[config.mk]
export PLATFORM = sky130hd
export DESIGN_NAME = wrt_watchdog
export DESIGN_NICKNAME = d
export VERILOG_FILES = /design/src/design/wrt_pkg.sv /design/src/design/wrt_sync.sv /design/src/design/wrt_prescaler.sv /design/src/design/wrt_watchdog.sv
export SDC_FILE = /design/constraint.sdc
export NUM_CORES = 1
export LEC_CHECK = 0
export BUFFER_PORTS_ARGS = -buffer_cell sky130_fd_sc_hd__buf_2
export CAP_MARGIN = 30
export CORE_AREA = 10 10 107 109
export DETAILED_ROUTE_END_ITERATION = 8
export DIE_AREA = 0 0 117 119
export PLACE_DENSITY = 0.83
export SETUP_SLACK_MARGIN = 0.5
export SLEW_MARGIN = 20
export SYNTH_ARGS = -nofsm -noshare
export SYNTH_HDL_FRONTEND = slang
export SYNTH_SLANG_ARGS = --single-unit
[constraint.sdc]
create_clock -name aclk -period 4.2 [get_ports aclk]
set_input_delay 0.42 -clock aclk [delete_from_list [all_inputs] [get_ports aclk]]
set_output_delay 0.42 -clock aclk [all_outputs]
set_load 0.005 [all_outputs]
[src/design/wrt_pkg.sv]
/*
 * Shared constants of the watchdog refresh timer: register map, field
 * positions, reset values and timing counts.
 * Assumes a 50 MHz aclk and an AXI4-Lite register bus with 32-bit data.
 */
package wrt_pkg;
   // ---------------------------------------------------------------
   // Register byte offsets.
   // ---------------------------------------------------------------
   localparam logic [7:0] OFS_CTRL = 8'h00;
   localparam logic [7:0] OFS_IE_MAIN = 8'h04;
   localparam logic [7:0] OFS_IE_SECOND = 8'h08;
   localparam logic [7:0] OFS_RELOAD = 8'h0c;
   localparam logic [7:0] OFS_COUNT = 8'h10;
   localparam logic [7:0] OFS_PRIO_FIRST = 8'h14;
   localparam logic [7:0] OFS_IRQ_STAT = 8'h18;
   localparam logic [7:0] OFS_IRQ_MASK = 8'h1c;

   // ---------------------------------------------------------------
   // Field positions and values.
   // ---------------------------------------------------------------
   localparam int ARM_BIT = 6;
   localparam int FIRE_BIT = 6;
   localparam int EXPIRY_FLAG_BIT = 6;
   localparam int SEL16_BIT = 7;
   localparam int CTRL_STRAP_BIT = 1;
   localparam int CTRL_EXPIRY_BIT = 2;
   localparam logic [15:0] CNT_EXPIRY = 16'h7cff;
   localparam logic [15:0] CNT_RESET = 16'h0000;
   localparam logic [7:0] REG8_RESET = 8'h00;
   localparam logic [3:0] IRQ_RESET = 4'h0;
   localparam logic [31:0] RD_ZERO = 32'h0000_0000;

   // Interrupt status bit positions.
   localparam int EV_EXPIRY = 0;
   localparam int EV_REFRESH = 1;
   localparam int EV_ARM_TIMEOUT = 2;
   localparam int EV_START = 3;

   // ---------------------------------------------------------------
   // Divider ratios and timing counts in aclk cycles.
   // ---------------------------------------------------------------
   localparam int MC_DIV = 12;
   localparam int PRE_A_DIV = 2;
   localparam int PRE_B_DIV = 16;
   localparam int ARM_WINDOW = 12;
   localparam int RST_QUAL = 2;

   // ---------------------------------------------------------------
   // Bus answers.
   // ---------------------------------------------------------------
   localparam logic [1:0] RESP_OKAY = 2'b00;
   localparam logic [1:0] RESP_SLVERR = 2'b10;

   typedef enum logic [3:0] {
      SEL_CTRL, SEL_IE_MAIN, SEL_IE_SECOND, SEL_RELOAD,
      SEL_COUNT, SEL_PRIO, SEL_STAT, SEL_MASK, SEL_NONE
   } wrt_sel_e;
endpackage : wrt_pkg

[src/design/wrt_sync.sv]
/*
 * Two flip-flop synchroniser for pin levels.
 * Assumes the inputs are levels that hold for several aclk cycles.
 */
`timescale 1ns/1ps
module wrt_sync #(
   parameter int W = 1
) (
   input wire logic aclk,
   input wire logic aresetn,
   input wire logic [W-1:0] d,
   output logic [W-1:0] q
);
   logic [W-1:0] meta_r;

   initial
   begin
      if (W < 1) $error("wrt_sync width must be at least one");
   end

   always_ff @(posedge aclk)
   begin
      if (!aresetn)
      begin
         meta_r <= '0;
         q <= '0;
      end
      else
      begin
         meta_r <= d;
         q <= meta_r;
      end
   end
endmodule : wrt_sync

[src/design/wrt_prescaler.sv]
/*
 * Clock path of the watchdog: machine-cycle divider, divide-by-2 stage and
 * the selectable divide-by-16 stage, giving one step pulse per count.
 * Assumes run and sel16 come from logic on aclk.
 */
`timescale 1ns/1ps
module wrt_prescaler
   import wrt_pkg::*;
#(
   parameter int MCD = MC_DIV,
   parameter int PAD = PRE_A_DIV,
   parameter int PBD = PRE_B_DIV
) (
   input wire logic aclk,
   input wire logic aresetn,
   input wire logic run,
   input wire logic sel16,
   output logic step
);
   localparam int MW = $clog2(MCD);
   localparam int AW = $clog2(PAD);
   localparam int BW = $clog2(PBD);
   localparam logic [MW-1:0] MC_LAST = MW'(MCD - 1);
   localparam logic [AW-1:0] A_LAST = AW'(PAD - 1);
   localparam logic [BW-1:0] B_LAST = BW'(PBD - 1);

   logic [MW-1:0] mc_r;
   logic [AW-1:0] pa_r;
   logic [BW-1:0] pb_r;
   wire mc_tick = (mc_r == MC_LAST);
   wire pa_tick = mc_tick && (pa_r == A_LAST);
   wire pb_tick = pa_tick && (pb_r == B_LAST);

   initial
   begin
      if (MCD < 2 || PAD < 2 || PBD < 2) $error("wrt_prescaler ratios must exceed one");
   end

   // Machine tick, then divide by 2, then divide by 16 when selected.
   assign step = sel16 ? pb_tick : pa_tick;

   always_ff @(posedge aclk)
   begin
      if (!aresetn || !run)
      begin
         mc_r <= '0;
         pa_r <= '0;
         pb_r <= '0;
      end
      else
      begin
         mc_r <= mc_tick ? '0 : mc_r + 1'b1;
         if (mc_tick) pa_r <= (pa_r == A_LAST) ? '0 : pa_r + 1'b1;
         if (pa_tick) pb_r <= (pb_r == B_LAST) ? '0 : pb_r + 1'b1;
      end
   end
endmodule : wrt_prescaler

[src/design/wrt_watchdog.sv]
/*
 * Watchdog refresh timer with AXI4-Lite register access, internal reset
 * generation and a masked level interrupt.
 * Assumes a 50 MHz aclk, a synchronous active-low aresetn, and that the
 * reset and strap pins are asynchronous levels.
 */
// The implementer's own choices: the register addresses and the AXI4-Lite slave port.
`timescale 1ns/1ps
module wrt_watchdog
   import wrt_pkg::*;
#(
   parameter int AW = 8
) (
   input wire logic aclk,
   input wire logic aresetn,
   input wire logic [AW-1:0] s_axi_awaddr,
   input wire logic s_axi_awvalid,
   output logic s_axi_awready,
   input wire logic [31:0] s_axi_wdata,
   input wire logic [3:0] s_axi_wstrb,
   input wire logic s_axi_wvalid,
   output logic s_axi_wready,
   output logic [1:0] s_axi_bresp,
   output logic s_axi_bvalid,
   input wire logic s_axi_bready,
   input wire logic [AW-1:0] s_axi_araddr,
   input wire logic s_axi_arvalid,
   output logic s_axi_arready,
   output logic [31:0] s_axi_rdata,
   output logic [1:0] s_axi_rresp,
   output logic s_axi_rvalid,
   input wire logic s_axi_rready,
   input wire logic ext_reset_pin,
   input wire logic autostart_strap,
   output logic wdt_expired,
   output logic sys_reset,
   output logic irq
);
   import wrt_pkg::*;

   initial
   begin
      if (AW < 8) $error("wrt_watchdog address width must be at least 8");
   end

   // ---------------------------------------------------------------
   // Address decode.
   // ---------------------------------------------------------------
   function automatic wrt_sel_e sel_of(input logic [AW-1:0] a);
      wrt_sel_e s;
      s = SEL_NONE;
      if ((a >> 8) == '0)
      begin
         unique case (a[7:0])
            OFS_CTRL: s = SEL_CTRL;
            OFS_IE_MAIN: s = SEL_IE_MAIN;
            OFS_IE_SECOND: s = SEL_IE_SECOND;
            OFS_RELOAD: s = SEL_RELOAD;
            OFS_COUNT: s = SEL_COUNT;
            OFS_PRIO_FIRST: s = SEL_PRIO;
            OFS_IRQ_STAT: s = SEL_STAT;
            OFS_IRQ_MASK: s = SEL_MASK;
            default: s = SEL_NONE;
         endcase
      end
      return s;
   endfunction : sel_of

   // ---------------------------------------------------------------
   // Pin synchronisers.
   // ---------------------------------------------------------------
   logic [1:0] pins_s;
   wrt_sync #(.W(2)) u_sync (
      .aclk(aclk),
      .aresetn(aresetn),
      .d({autostart_strap, ext_reset_pin}),
      .q(pins_s)
   );
   wire ext_rst_s = pins_s[0];
   wire strap_s = pins_s[1];

   // ---------------------------------------------------------------
   // State.
   // ---------------------------------------------------------------
   logic [15:0] cnt_r;
   logic [7:0] ie_main_r;
   logic [7:0] ie_second_r;
   logic [7:0] reload_r;
   logic [7:0] prio_r;
   logic [3:0] stat_r;
   logic [3:0] mask_r;
   logic started_r;
   logic strap_seen_r;
   logic [3:0] arm_cnt_r;
   logic req_d_r;
   logic rst_int_r;
   logic expired_d_r;

   // ---------------------------------------------------------------
   // Bus write side.
   // ---------------------------------------------------------------
   logic aw_hold_r;
   logic w_hold_r;
   logic [AW-1:0] awaddr_r;
   logic [31:0] wdata_r;
   logic wstrb0_r;
   logic bvalid_r;
   logic [1:0] bresp_r;

   assign s_axi_awready = !aw_hold_r && !bvalid_r;
   assign s_axi_wready = !w_hold_r && !bvalid_r;
   assign s_axi_bvalid = bvalid_r;
   assign s_axi_bresp = bresp_r;

   wire aw_take = s_axi_awvalid && s_axi_awready;
   wire w_take = s_axi_wvalid && s_axi_wready;
   wire aw_have = aw_hold_r || aw_take;
   wire w_have = w_hold_r || w_take;
   wire wr_go = aw_have && w_have && !bvalid_r;
   wire [AW-1:0] wr_addr = aw_hold_r ? awaddr_r : s_axi_awaddr;
   wire [31:0] wr_data = w_hold_r ? wdata_r : s_axi_wdata;
   wire wr_lane0 = w_hold_r ? wstrb0_r : s_axi_wstrb[0];
   wrt_sel_e wr_sel;
   assign wr_sel = sel_of(wr_addr);
   wire wr_en = wr_go && wr_lane0;
   wire [7:0] wr_byte = wr_data[7:0];

   always_ff @(posedge aclk)
   begin
      if (!aresetn)
      begin
         aw_hold_r <= 1'b0;
         w_hold_r <= 1'b0;
         awaddr_r <= '0;
         wdata_r <= RD_ZERO;
         wstrb0_r <= 1'b0;
         bvalid_r <= 1'b0;
         bresp_r <= RESP_OKAY;
      end
      else
      begin
         if (aw_take) awaddr_r <= s_axi_awaddr;
         if (w_take) wdata_r <= s_axi_wdata;
         if (w_take) wstrb0_r <= s_axi_wstrb[0];
         aw_hold_r <= aw_have && !wr_go;
         w_hold_r <= w_have && !wr_go;
         if (wr_go)
         begin
            bvalid_r <= 1'b1;
            bresp_r <= (wr_sel == SEL_NONE) ? RESP_SLVERR : RESP_OKAY;
         end
         else if (s_axi_bready) bvalid_r <= 1'b0;
      end
   end

   // ---------------------------------------------------------------
   // Bus read side.
   // ---------------------------------------------------------------
   logic rvalid_r;
   logic [31:0] rdata_r;
   logic [1:0] rresp_r;

   assign s_axi_arready = !rvalid_r;
   assign s_axi_rvalid = rvalid_r;
   assign s_axi_rdata = rdata_r;
   assign s_axi_rresp = rresp_r;

   wire rd_go = s_axi_arvalid && !rvalid_r;
   wrt_sel_e rd_sel;
   assign rd_sel = sel_of(s_axi_araddr);
   wire stat_rd = rd_go && (rd_sel == SEL_STAT);

   // Fire bit reads back as started status.
   wire [7:0] ie_second_rd = {ie_second_r[7], started_r, ie_second_r[5:0]};
   wire [7:0] ctrl_rd = {5'h00, wdt_expired, strap_seen_r, started_r};
   logic [31:0] rd_mux;
   always_comb
   begin
      rd_mux = RD_ZERO;
      unique case (rd_sel)
         SEL_CTRL: rd_mux[7:0] = ctrl_rd;
         SEL_IE_MAIN: rd_mux[7:0] = ie_main_r;
         SEL_IE_SECOND: rd_mux[7:0] = ie_second_rd;
         SEL_RELOAD: rd_mux[7:0] = reload_r;
         SEL_COUNT: rd_mux[15:0] = cnt_r;
         SEL_PRIO: rd_mux[7:0] = prio_r;
         SEL_STAT: rd_mux[3:0] = stat_r;
         SEL_MASK: rd_mux[3:0] = mask_r;
         SEL_NONE: rd_mux = RD_ZERO;
      endcase
   end

   always_ff @(posedge aclk)
   begin
      if (!aresetn)
      begin
         rvalid_r <= 1'b0;
         rdata_r <= RD_ZERO;
         rresp_r <= RESP_OKAY;
      end
      else if (rd_go)
      begin
         rvalid_r <= 1'b1;
         rdata_r <= rd_mux;
         rresp_r <= (rd_sel == SEL_NONE) ? RESP_SLVERR : RESP_OKAY;
      end
      else if (s_axi_rready) rvalid_r <= 1'b0;
   end

   // ---------------------------------------------------------------
   // Watchdog control.
   // ---------------------------------------------------------------
   wire arm_wr = wr_en && (wr_sel == SEL_IE_MAIN);
   wire fire_wr = wr_en && (wr_sel == SEL_IE_SECOND) && wr_byte[FIRE_BIT];
   wire arm_now = ie_main_r[ARM_BIT];
   wire refresh = fire_wr && arm_now && started_r;
   wire arm_timeout = arm_now && (arm_cnt_r == 4'(ARM_WINDOW - 1)) && !refresh && !arm_wr;
   wire start_req = fire_wr && !started_r;
   wire step;

   wrt_prescaler u_pre (
      .aclk(aclk),
      .aresetn(aresetn && !rst_int_r),
      .run(started_r),
      .sel16(reload_r[SEL16_BIT]),
      .step(step)
   );

   // Expiry is a pure decode of the counter and started_r, so any change clears it.
   assign wdt_expired = started_r && (cnt_r == CNT_EXPIRY);

   // External reset and internal reset both clear the watchdog.
   wire wdt_clr = !aresetn || rst_int_r;

   always_ff @(posedge aclk)
   begin
      if (wdt_clr)
      begin
         started_r <= !aresetn ? 1'b0 : strap_s;
         strap_seen_r <= !aresetn ? 1'b0 : strap_s;
         cnt_r <= CNT_RESET;
         reload_r <= REG8_RESET;
         arm_cnt_r <= '0;
      end
      else
      begin
         if (start_req) started_r <= 1'b1;
         if (wr_en && wr_sel == SEL_RELOAD) reload_r <= wr_byte;
         if (refresh) cnt_r <= {1'b0, reload_r[6:0], 8'h00};
         else if (started_r && step) cnt_r <= cnt_r + 16'h0001;
         if (!arm_now || arm_wr) arm_cnt_r <= '0;
         else arm_cnt_r <= arm_cnt_r + 4'h1;
      end
   end

   // Main enable register; its bit 6 is the arm flag.
   always_ff @(posedge aclk)
   begin
      if (!aresetn)
      begin
         ie_main_r <= REG8_RESET;
      end
      else
      begin
         if (arm_wr) ie_main_r <= wr_byte;
         if (rst_int_r || refresh || arm_timeout) ie_main_r[ARM_BIT] <= 1'b0;
      end
   end

   // Second enable register; bit 6 holds nothing, writes only fire.
   always_ff @(posedge aclk)
   begin
      if (!aresetn)
      begin
         ie_second_r <= REG8_RESET;
      end
      else if (wr_en && wr_sel == SEL_IE_SECOND)
      begin
         ie_second_r <= wr_byte & ~(8'h01 << FIRE_BIT);
      end
   end

   // Expiry flag in the priority register, set wins over a write.
   always_ff @(posedge aclk)
   begin
      if (!aresetn)
      begin
         prio_r <= REG8_RESET;
      end
      else
      begin
         if (wr_en && wr_sel == SEL_PRIO) prio_r <= wr_byte;
         if (wdt_expired) prio_r[EXPIRY_FLAG_BIT] <= 1'b1;
      end
   end

   // ---------------------------------------------------------------
   // Internal reset: request or pin held for two cycles.
   // ---------------------------------------------------------------
   wire rst_cause = ext_rst_s || wdt_expired;

   always_ff @(posedge aclk)
   begin
      if (!aresetn)
      begin
         req_d_r <= 1'b0;
         rst_int_r <= 1'b0;
      end
      else
      begin
         req_d_r <= rst_cause;
         rst_int_r <= rst_cause && req_d_r;
      end
   end

   assign sys_reset = rst_int_r;

   // ---------------------------------------------------------------
   // Interrupts: sticky status, cleared by read, masked to one level.
   // ---------------------------------------------------------------
   logic [3:0] ev;
   always_comb
   begin
      ev = IRQ_RESET;
      ev[EV_EXPIRY] = wdt_expired && !expired_d_r;
      ev[EV_REFRESH] = refresh;
      ev[EV_ARM_TIMEOUT] = arm_timeout;
      ev[EV_START] = start_req;
   end

   always_ff @(posedge aclk)
   begin
      if (!aresetn)
      begin
         stat_r <= IRQ_RESET;
         mask_r <= IRQ_RESET;
         expired_d_r <= 1'b0;
      end
      else
      begin
         expired_d_r <= wdt_expired;
         stat_r <= (stat_rd ? IRQ_RESET : stat_r) | ev;
         if (wr_en && wr_sel == SEL_MASK) mask_r <= wr_byte[3:0];
      end
   end

   assign irq = |(stat_r & mask_r);
endmodule : wrt_watchdog

# --- Word level (Yosys, flattened, before mapping) ---
# Memories as Yosys holds them, arrays and structs flattened.
# Index checks and enable logic that the tools add are counted.
classes:
  add_sub_neg: 5
  bitwise: 3
  n_eq_ne: 18
  reduce_logical: 64
  muxes: 25
ops:
  columns: ["op", "count"]
  rows:
  - ["case mux 4 bit (9 select lines)", 1]
  - ["logical AND 1 bit", 30]
  - ["two-way mux 15 bit", 2]
  - ["equality test 4 x 3 -> 1 bit, second input constant", 6]
  - ["two-way mux 8 bit", 3]
  - ["equality test 4 bit, second input constant", 5]
  - ["case mux 4 bit (5 select lines)", 1]
  - ["adder 16 x 1 -> 16 bit, second input constant", 1]
  - ["equality test 16 x 15 -> 1 bit, second input constant", 1]
  - ["equality test 4 x 2 -> 1 bit, second input constant", 4]
  - ["two-way mux 4 bit", 4]
  - ["logical NOT 1 bit", 13]
  - ["adder 4 x 1 -> 4 bit, second input constant", 3]
  - ["two-way mux 1 bit", 11]
  - ["nonzero test 2 bit", 5]
  - ["equality test 4 x 1 -> 1 bit, second input constant", 2]
  - ["logical OR 1 bit", 8]
  - ["OR reduction 2 bit", 4]
  - ["two-way mux 7 bit", 1]
  - ["logical NOT 3 bit", 2]
  - ["bitwise AND 4 bit", 1]
  - ["logical NOT 4 bit", 1]
  - ["two-way mux 2 bit", 2]
  - ["OR 4 bit", 1]
  - ["other kinds (3)", 3]
totals:
  romBits: 256
  out_inout_bits: 44
  mem_count: 2
  regBits: 118
mem_list:
  columns: ["name", "words", "width", "read_ports", "rd_ports_with_merged_regs", "wr", "line_no", "source"]
  rows:
  - ["(no name shown)", 32, 4, 1, 0, 0, "wrt_watchdog.sv:54", "unique case (a[7:0])"]
  - ["(no name shown)", 32, 4, 1, 0, 0, "wrt_watchdog.sv:54", null]

# --- Longest topological paths before layout ---
depth:
  ltp_word: 16
  depth_mapped: 8

# --- By module ---
# From an unflattened synthesis, not the netlist that was laid out.
hier_totals:
  hier_cells: 593
  hier_area_um2: 5460.2
by_module_without_submodules:
  columns: ["module", "area_per_inst_um2", "n_inst", "cells_per_inst", "seq_area_each_um2"]
  rows:
  - ["wrt_watchdog", 4949.7, 1, 542, 2082.0]
  - ["wrt_prescaler", 405.4, 1, 43, 180.2]
  - ["wrt_sync", 105.1, 1, 8, 80.1]

# --- Worst setup path before layout ---
# Ideal clock, no wire load.
synth_timing:
  kind: "input -> register"
  startpoint: "input port s_axi_awaddr[4]"
  endpoint: "register started_r, enable pin"
  required_ns: 3.908
  t_arrival_ns: 1.750
  cell_stages: 5
  n_path_buf: 0
  setup_ns: 0.292
  setup_slack_ns: 2.158
  path_cell_list: "mux2_2 -> nor4_4 -> nand3_4 -> or3_1 -> nand2_1"
synth_via:
  elab_chain_len: 8
synth_rtl:
  columns: ["element", "line_no", "source"]
  rows:
  - ["start, declared", "wrt_watchdog.sv:16", "input wire logic [AW-1:0] s_axi_awaddr,"]
  - ["two-way mux 8 bit", "wrt_watchdog.sv:120", "wire [AW-1:0] wr_addr = aw_hold_r ? awaddr_r : s_axi_awaddr;"]
  - ["memory read (32 x 4 bit)", null, null]
  - ["two-way mux 4 bit", "wrt_watchdog.sv:54", null]
  - ["equality test 4 x 2 -> 1 bit", "wrt_watchdog.sv:214", "wire fire_wr = wr_en && (wr_sel == SEL_IE_SECOND) && wr_byte[FIRE_BIT];"]
  - ["logical AND 1 bit (2 in series)", "wrt_watchdog.sv:214", null]
  - ["logical AND 1 bit", "wrt_watchdog.sv:218", "wire start_req = fire_wr && !started_r;"]
  - ["nonzero test 2 bit (no source line)", null, null]
  - ["end signal, assigned", "wrt_watchdog.sv:239", "started_r <= !aresetn ? 1'b0 : strap_s;"]
  - ["end, declared", "wrt_watchdog.sv:92", "logic started_r;"]
# No other way between the ends.
# A chain may end at the register's enable or synchronous reset.

# --- Final worst setup path ---
layout_timing:
  startpoint: "register w_hold_r"
  endpoint: "register cnt_r[4]"
layout_via:
  elab_chain_len: 12
  elab_cells_between_ends: 14
  classes_between: "2 x mux; 12 x reduce/logical"
layout_rtl:
  columns: ["element", "line_no", "source"]
  rows:
  - ["start, declared", "wrt_watchdog.sv:103", "logic w_hold_r;"]
  - ["start signal, assigned", "wrt_watchdog.sv:146", "w_hold_r <= w_have && !wr_go;"]
  - ["logical NOT 1 bit", "wrt_watchdog.sv:111", "assign s_axi_wready = !w_hold_r && !bvalid_r;"]
  - ["logical AND 1 bit", "wrt_watchdog.sv:111", null]
  - ["logical AND 1 bit", "wrt_watchdog.sv:116", "wire w_take = s_axi_wvalid && s_axi_wready;"]
  - ["logical OR 1 bit", "wrt_watchdog.sv:118", "wire w_have = w_hold_r || w_take;"]
  - ["logical AND 1 bit (2 in series)", "wrt_watchdog.sv:119", "wire wr_go = aw_have && w_have && !bvalid_r;"]
  - ["logical AND 1 bit", "wrt_watchdog.sv:125", "wire wr_en = wr_go && wr_lane0;"]
  - ["logical AND 1 bit", "wrt_watchdog.sv:214", null]
  - ["logical AND 1 bit (*)", "wrt_watchdog.sv:214", null]
  - ["logical AND 1 bit (*) (2 in series)", "wrt_watchdog.sv:216", "wire refresh = fire_wr && arm_now && started_r;"]
  - ["OR reduction 2 bit (no source line) (*)", null, null]
  - ["end signal, assigned", "wrt_watchdog.sv:249", "if (refresh) cnt_r <= {1'b0, reload_r[6:0], 8'h00};"]
  - ["end signal, assigned", "wrt_watchdog.sv:250", "else if (started_r && step) cnt_r <= cnt_r + 16'h0001;"]
  - ["end, declared", "wrt_watchdog.sv:85", "logic [15:0] cnt_r;"]
# Every way passes the cells marked *; elsewhere a longest branch is shown, timed or not.

==> summary.txt <==
CP endpoint kind = register
Syn Inst Count = 574
Initial Utilization = 56.56%
Sequential Power Share = 43.2%
largest net degree at the start of global routing = 41
Cell variety after synth = 56
CTS tree = yes
Slew @ Worst Pin = 0.9614 ns
Rel. slew slack = 35.52%
first-pass GRT wire length = 21.09 mm
CP Max Fanout = 16
slowest cell on the critical path = dfxtp_1
CP Cell Sequence = o22ai_2 > nor4_4 > nand3_1 > nand2_1 > nor2_1
buffer and inverter count on the worst path = 0
DR iter-0 viols = 428
hold_buf cts = 0
antenna fix cells = 0
Worst Hold Class = in2reg
delay of the slowest cell on the worst path = 0.71 ns
via count = 4372
number of global-route vias before repair = 4406
Logic pwr share = 6.7%
Sink Count = 116
Top Family by Delay on Critical Path = simple AND/OR/NAND/NOR gates
Worst Hold Launch = ext_reset_pin
port bufs = 59
post-synthesis sequential area ratio = 43.78%
die height = 119 µm
crit path kind = reg2reg
R2R setup slack = 1.32 ns
# setup viols final = 0
dominant synthesized flop cell = dfxtp_1
Startpoint Class = register
outcome = finished, final reports clean
Root Buffer = clkbuf_8
share of cells above drive strength 1 = 18.28%
Num CTS Buffers = 17
Residual DRC = 0
grt total ovfl = 0
crit path to = cnt_r[4]
Final Cycle Share = 68.65%
drt pass-1 iters = 5
drt total wl = 12.86 mm
Critical R2R Launch = w_hold_r
syn avg cell area = 9.321 µm²
Clk pin slew, worst setup/hold paths = 0.06 ns
Syn. warnings = 0
crit path launch = w_hold_r
FF-to-FF End = cnt_r[4]
number of gates resized after cts = 0
most common cell after layout, fill and taps aside = dfxtp_1
Avg WL per Cell = 17.06 µm
CTS H-tree lvls = 4
# fillers = 741
clock network power share = 50.1%
Post-Layout Cell Count = 754
CP arrival = 3.26 ns
post-route ant nets = 0
fraction of registers with async set/reset = 0%
Post-synth EDFFs = 2
placed insts = 721
Vias per Instance = 5.798
fmax = 346.8 MHz
gr usage total = 18.53%
Fin. Hold Viols = 0
Row Count = 36
Max VDD drop = 260.6 µV
RePlAce Congestion = 0.8492
critical path depth = 5
Final HPWL DP = 8.981 mm
commonest non-fill, non-tap cells in the layout = 114 x dfxtp_1, 69 x nand2_1, 59 x buf_2
NetSw = 0.6069 mW
initial antenna violation count = 0
layout net count = 692
Horiz. Die Dim = 117 µm
die area = 0.01392 mm²
leakage power total = 2.605 nW
IO Count = 105
worst reg2reg path depth = 5
Setup Skew = 0.008882 ns
sw frac = 22.79%
RSZ-0062 raised after global routing = no
clock buffer depth = 2
Int Power = 2.057 mW
final setup TNS = 0 ns
Synth Cell Area = 0.005350 mm²
post-route minimum period = 2.883 ns
P&R area growth vs syn = 15.72%
post-layout util = 65.45%
Final Max Slew Viols = 0
pwr/cell area = 430.2 mW/mm²
Synth Register Bits = 116
total of max-cap violations = 0
worst skew pair latency = 0.51 ns
Post-CTS Setup Inserts = 0
Req. time, crit path = 4.58 ns
total core area = 0.009459 mm²
## power groups by stage
stage	clock network, mW	registers [mW]	logic, mW
after floorplan	0	1.16	0.140
after global placement	0	1.17	0.168
after detailed placement	0	1.17	0.174
after CTS	1.35	1.15	0.177
after global routing	1.40	1.15	0.198
final	1.34	1.15	0.178
## layout make-up
type	instances	area, µm²	share of cell area (%)
Multi-Input combinational cell	425	2809	45.37
Inverter	5	18.77	0.3032
Timing Repair Buffer	62	315.3	5.093
Sequential cell	116	2342	37.83
Clock inverter	9	75.07	1.213
Clock buffer	23	488.0	7.882
Tap cell	114	142.6	2.304
## cell usage after synthesis (8+ instances only)
cell        n  area (µm²)
nand2_1    69       259.0
nor2b_1    41       256.5
dfxtp_1   114        2282
mux2_2     10       112.6
xor2_1     16       140.1
nand3_1    14       70.07
a21oi_1    19       95.09
nand4_1     8       50.05
buf_4      19       142.6
mux2i_1    43       430.4
and2_1     14       87.58
clkbuf_1   22       82.58
o21ai_0    12       60.06
nor2_1     44       165.2
a21boi_0   20       150.1
a22oi_1    18       135.1
a22o_1      8       70.07
## per-layer routing
metal | up-vias | share of wire, % | GRT usage (%) | routed length (µm)
met1 | 2059 | 42 | 22.36 | 5359
met3 | 39 | 7.9 | 4.719 | 1020
met4 | 0 | 2.9 | 8.733 | 370
met5 | - | 0 | 0 | 0
li1 | 2077 | - | - | -
met2 | 197 | 48 | 30.00 | 6111
## cell families (layout without fill, tap and decap cells)
group                      Yosys count  in the layout  share of synthesized area, %
AOI/OAI and AO/OA                   97             97                         12.54
xor gates and xnor gates            20             20                         3.274
adders and majority gates            4              4                        0.9355
buffers and inverters               50             99                         4.911
DFF                                116            116                         43.78
muxes                               57             57                         11.83
other                                1             18                       0.07009
and+or+nand+nor                    229            229                         22.66
## worst min path at each step
stage                       end  cells after the start
2_1_floorplan         sys_reset                      1
3_3_place_gp          sys_reset                      1
3_5_place_dp        u_sync.q[0]                      1
6_report       u_sync.meta_r[0]                      2
5_1_grt        u_sync.meta_r[1]                      2
4_1_cts        u_sync.meta_r[0]                      2
## metrics by stage
| step | total power, mW | area [µm²] | hold slack [ns] | setup slack (ns) |
|---|---|---|---|---|
| floorplan | 1.302 | 5414 | 0.4057 | 2.158 |
| global route | 2.753 | 6191 | 0.1074 | 1.122 |
| detailed placement | 1.346 | 5623 | 0.4226 | 1.424 |
| finish | 2.663 | 6191 | 0.1144 | 1.317 |
| CTS | 2.672 | 6186 | 0.1066 | 1.370 |
| global placement | 1.339 | 5623 | 0.4127 | 1.493 |
## flip-flops by register name (all words and copies together), names as in the netlist, 2 cells and up
name	cells
ie_second_r	7
u_pre.pb_r	4
arm_cnt_r	4
cnt_r	16
awaddr_r	8
prio_r	8
u_sync.meta_r	2
stat_r	4
ie_main_r	8
mask_r	4
s_axi_rdata	16
wdata_r	8
u_pre.mc_r	4
u_sync.q	2
reload_r	8
(Power assumes the default switching activity.)
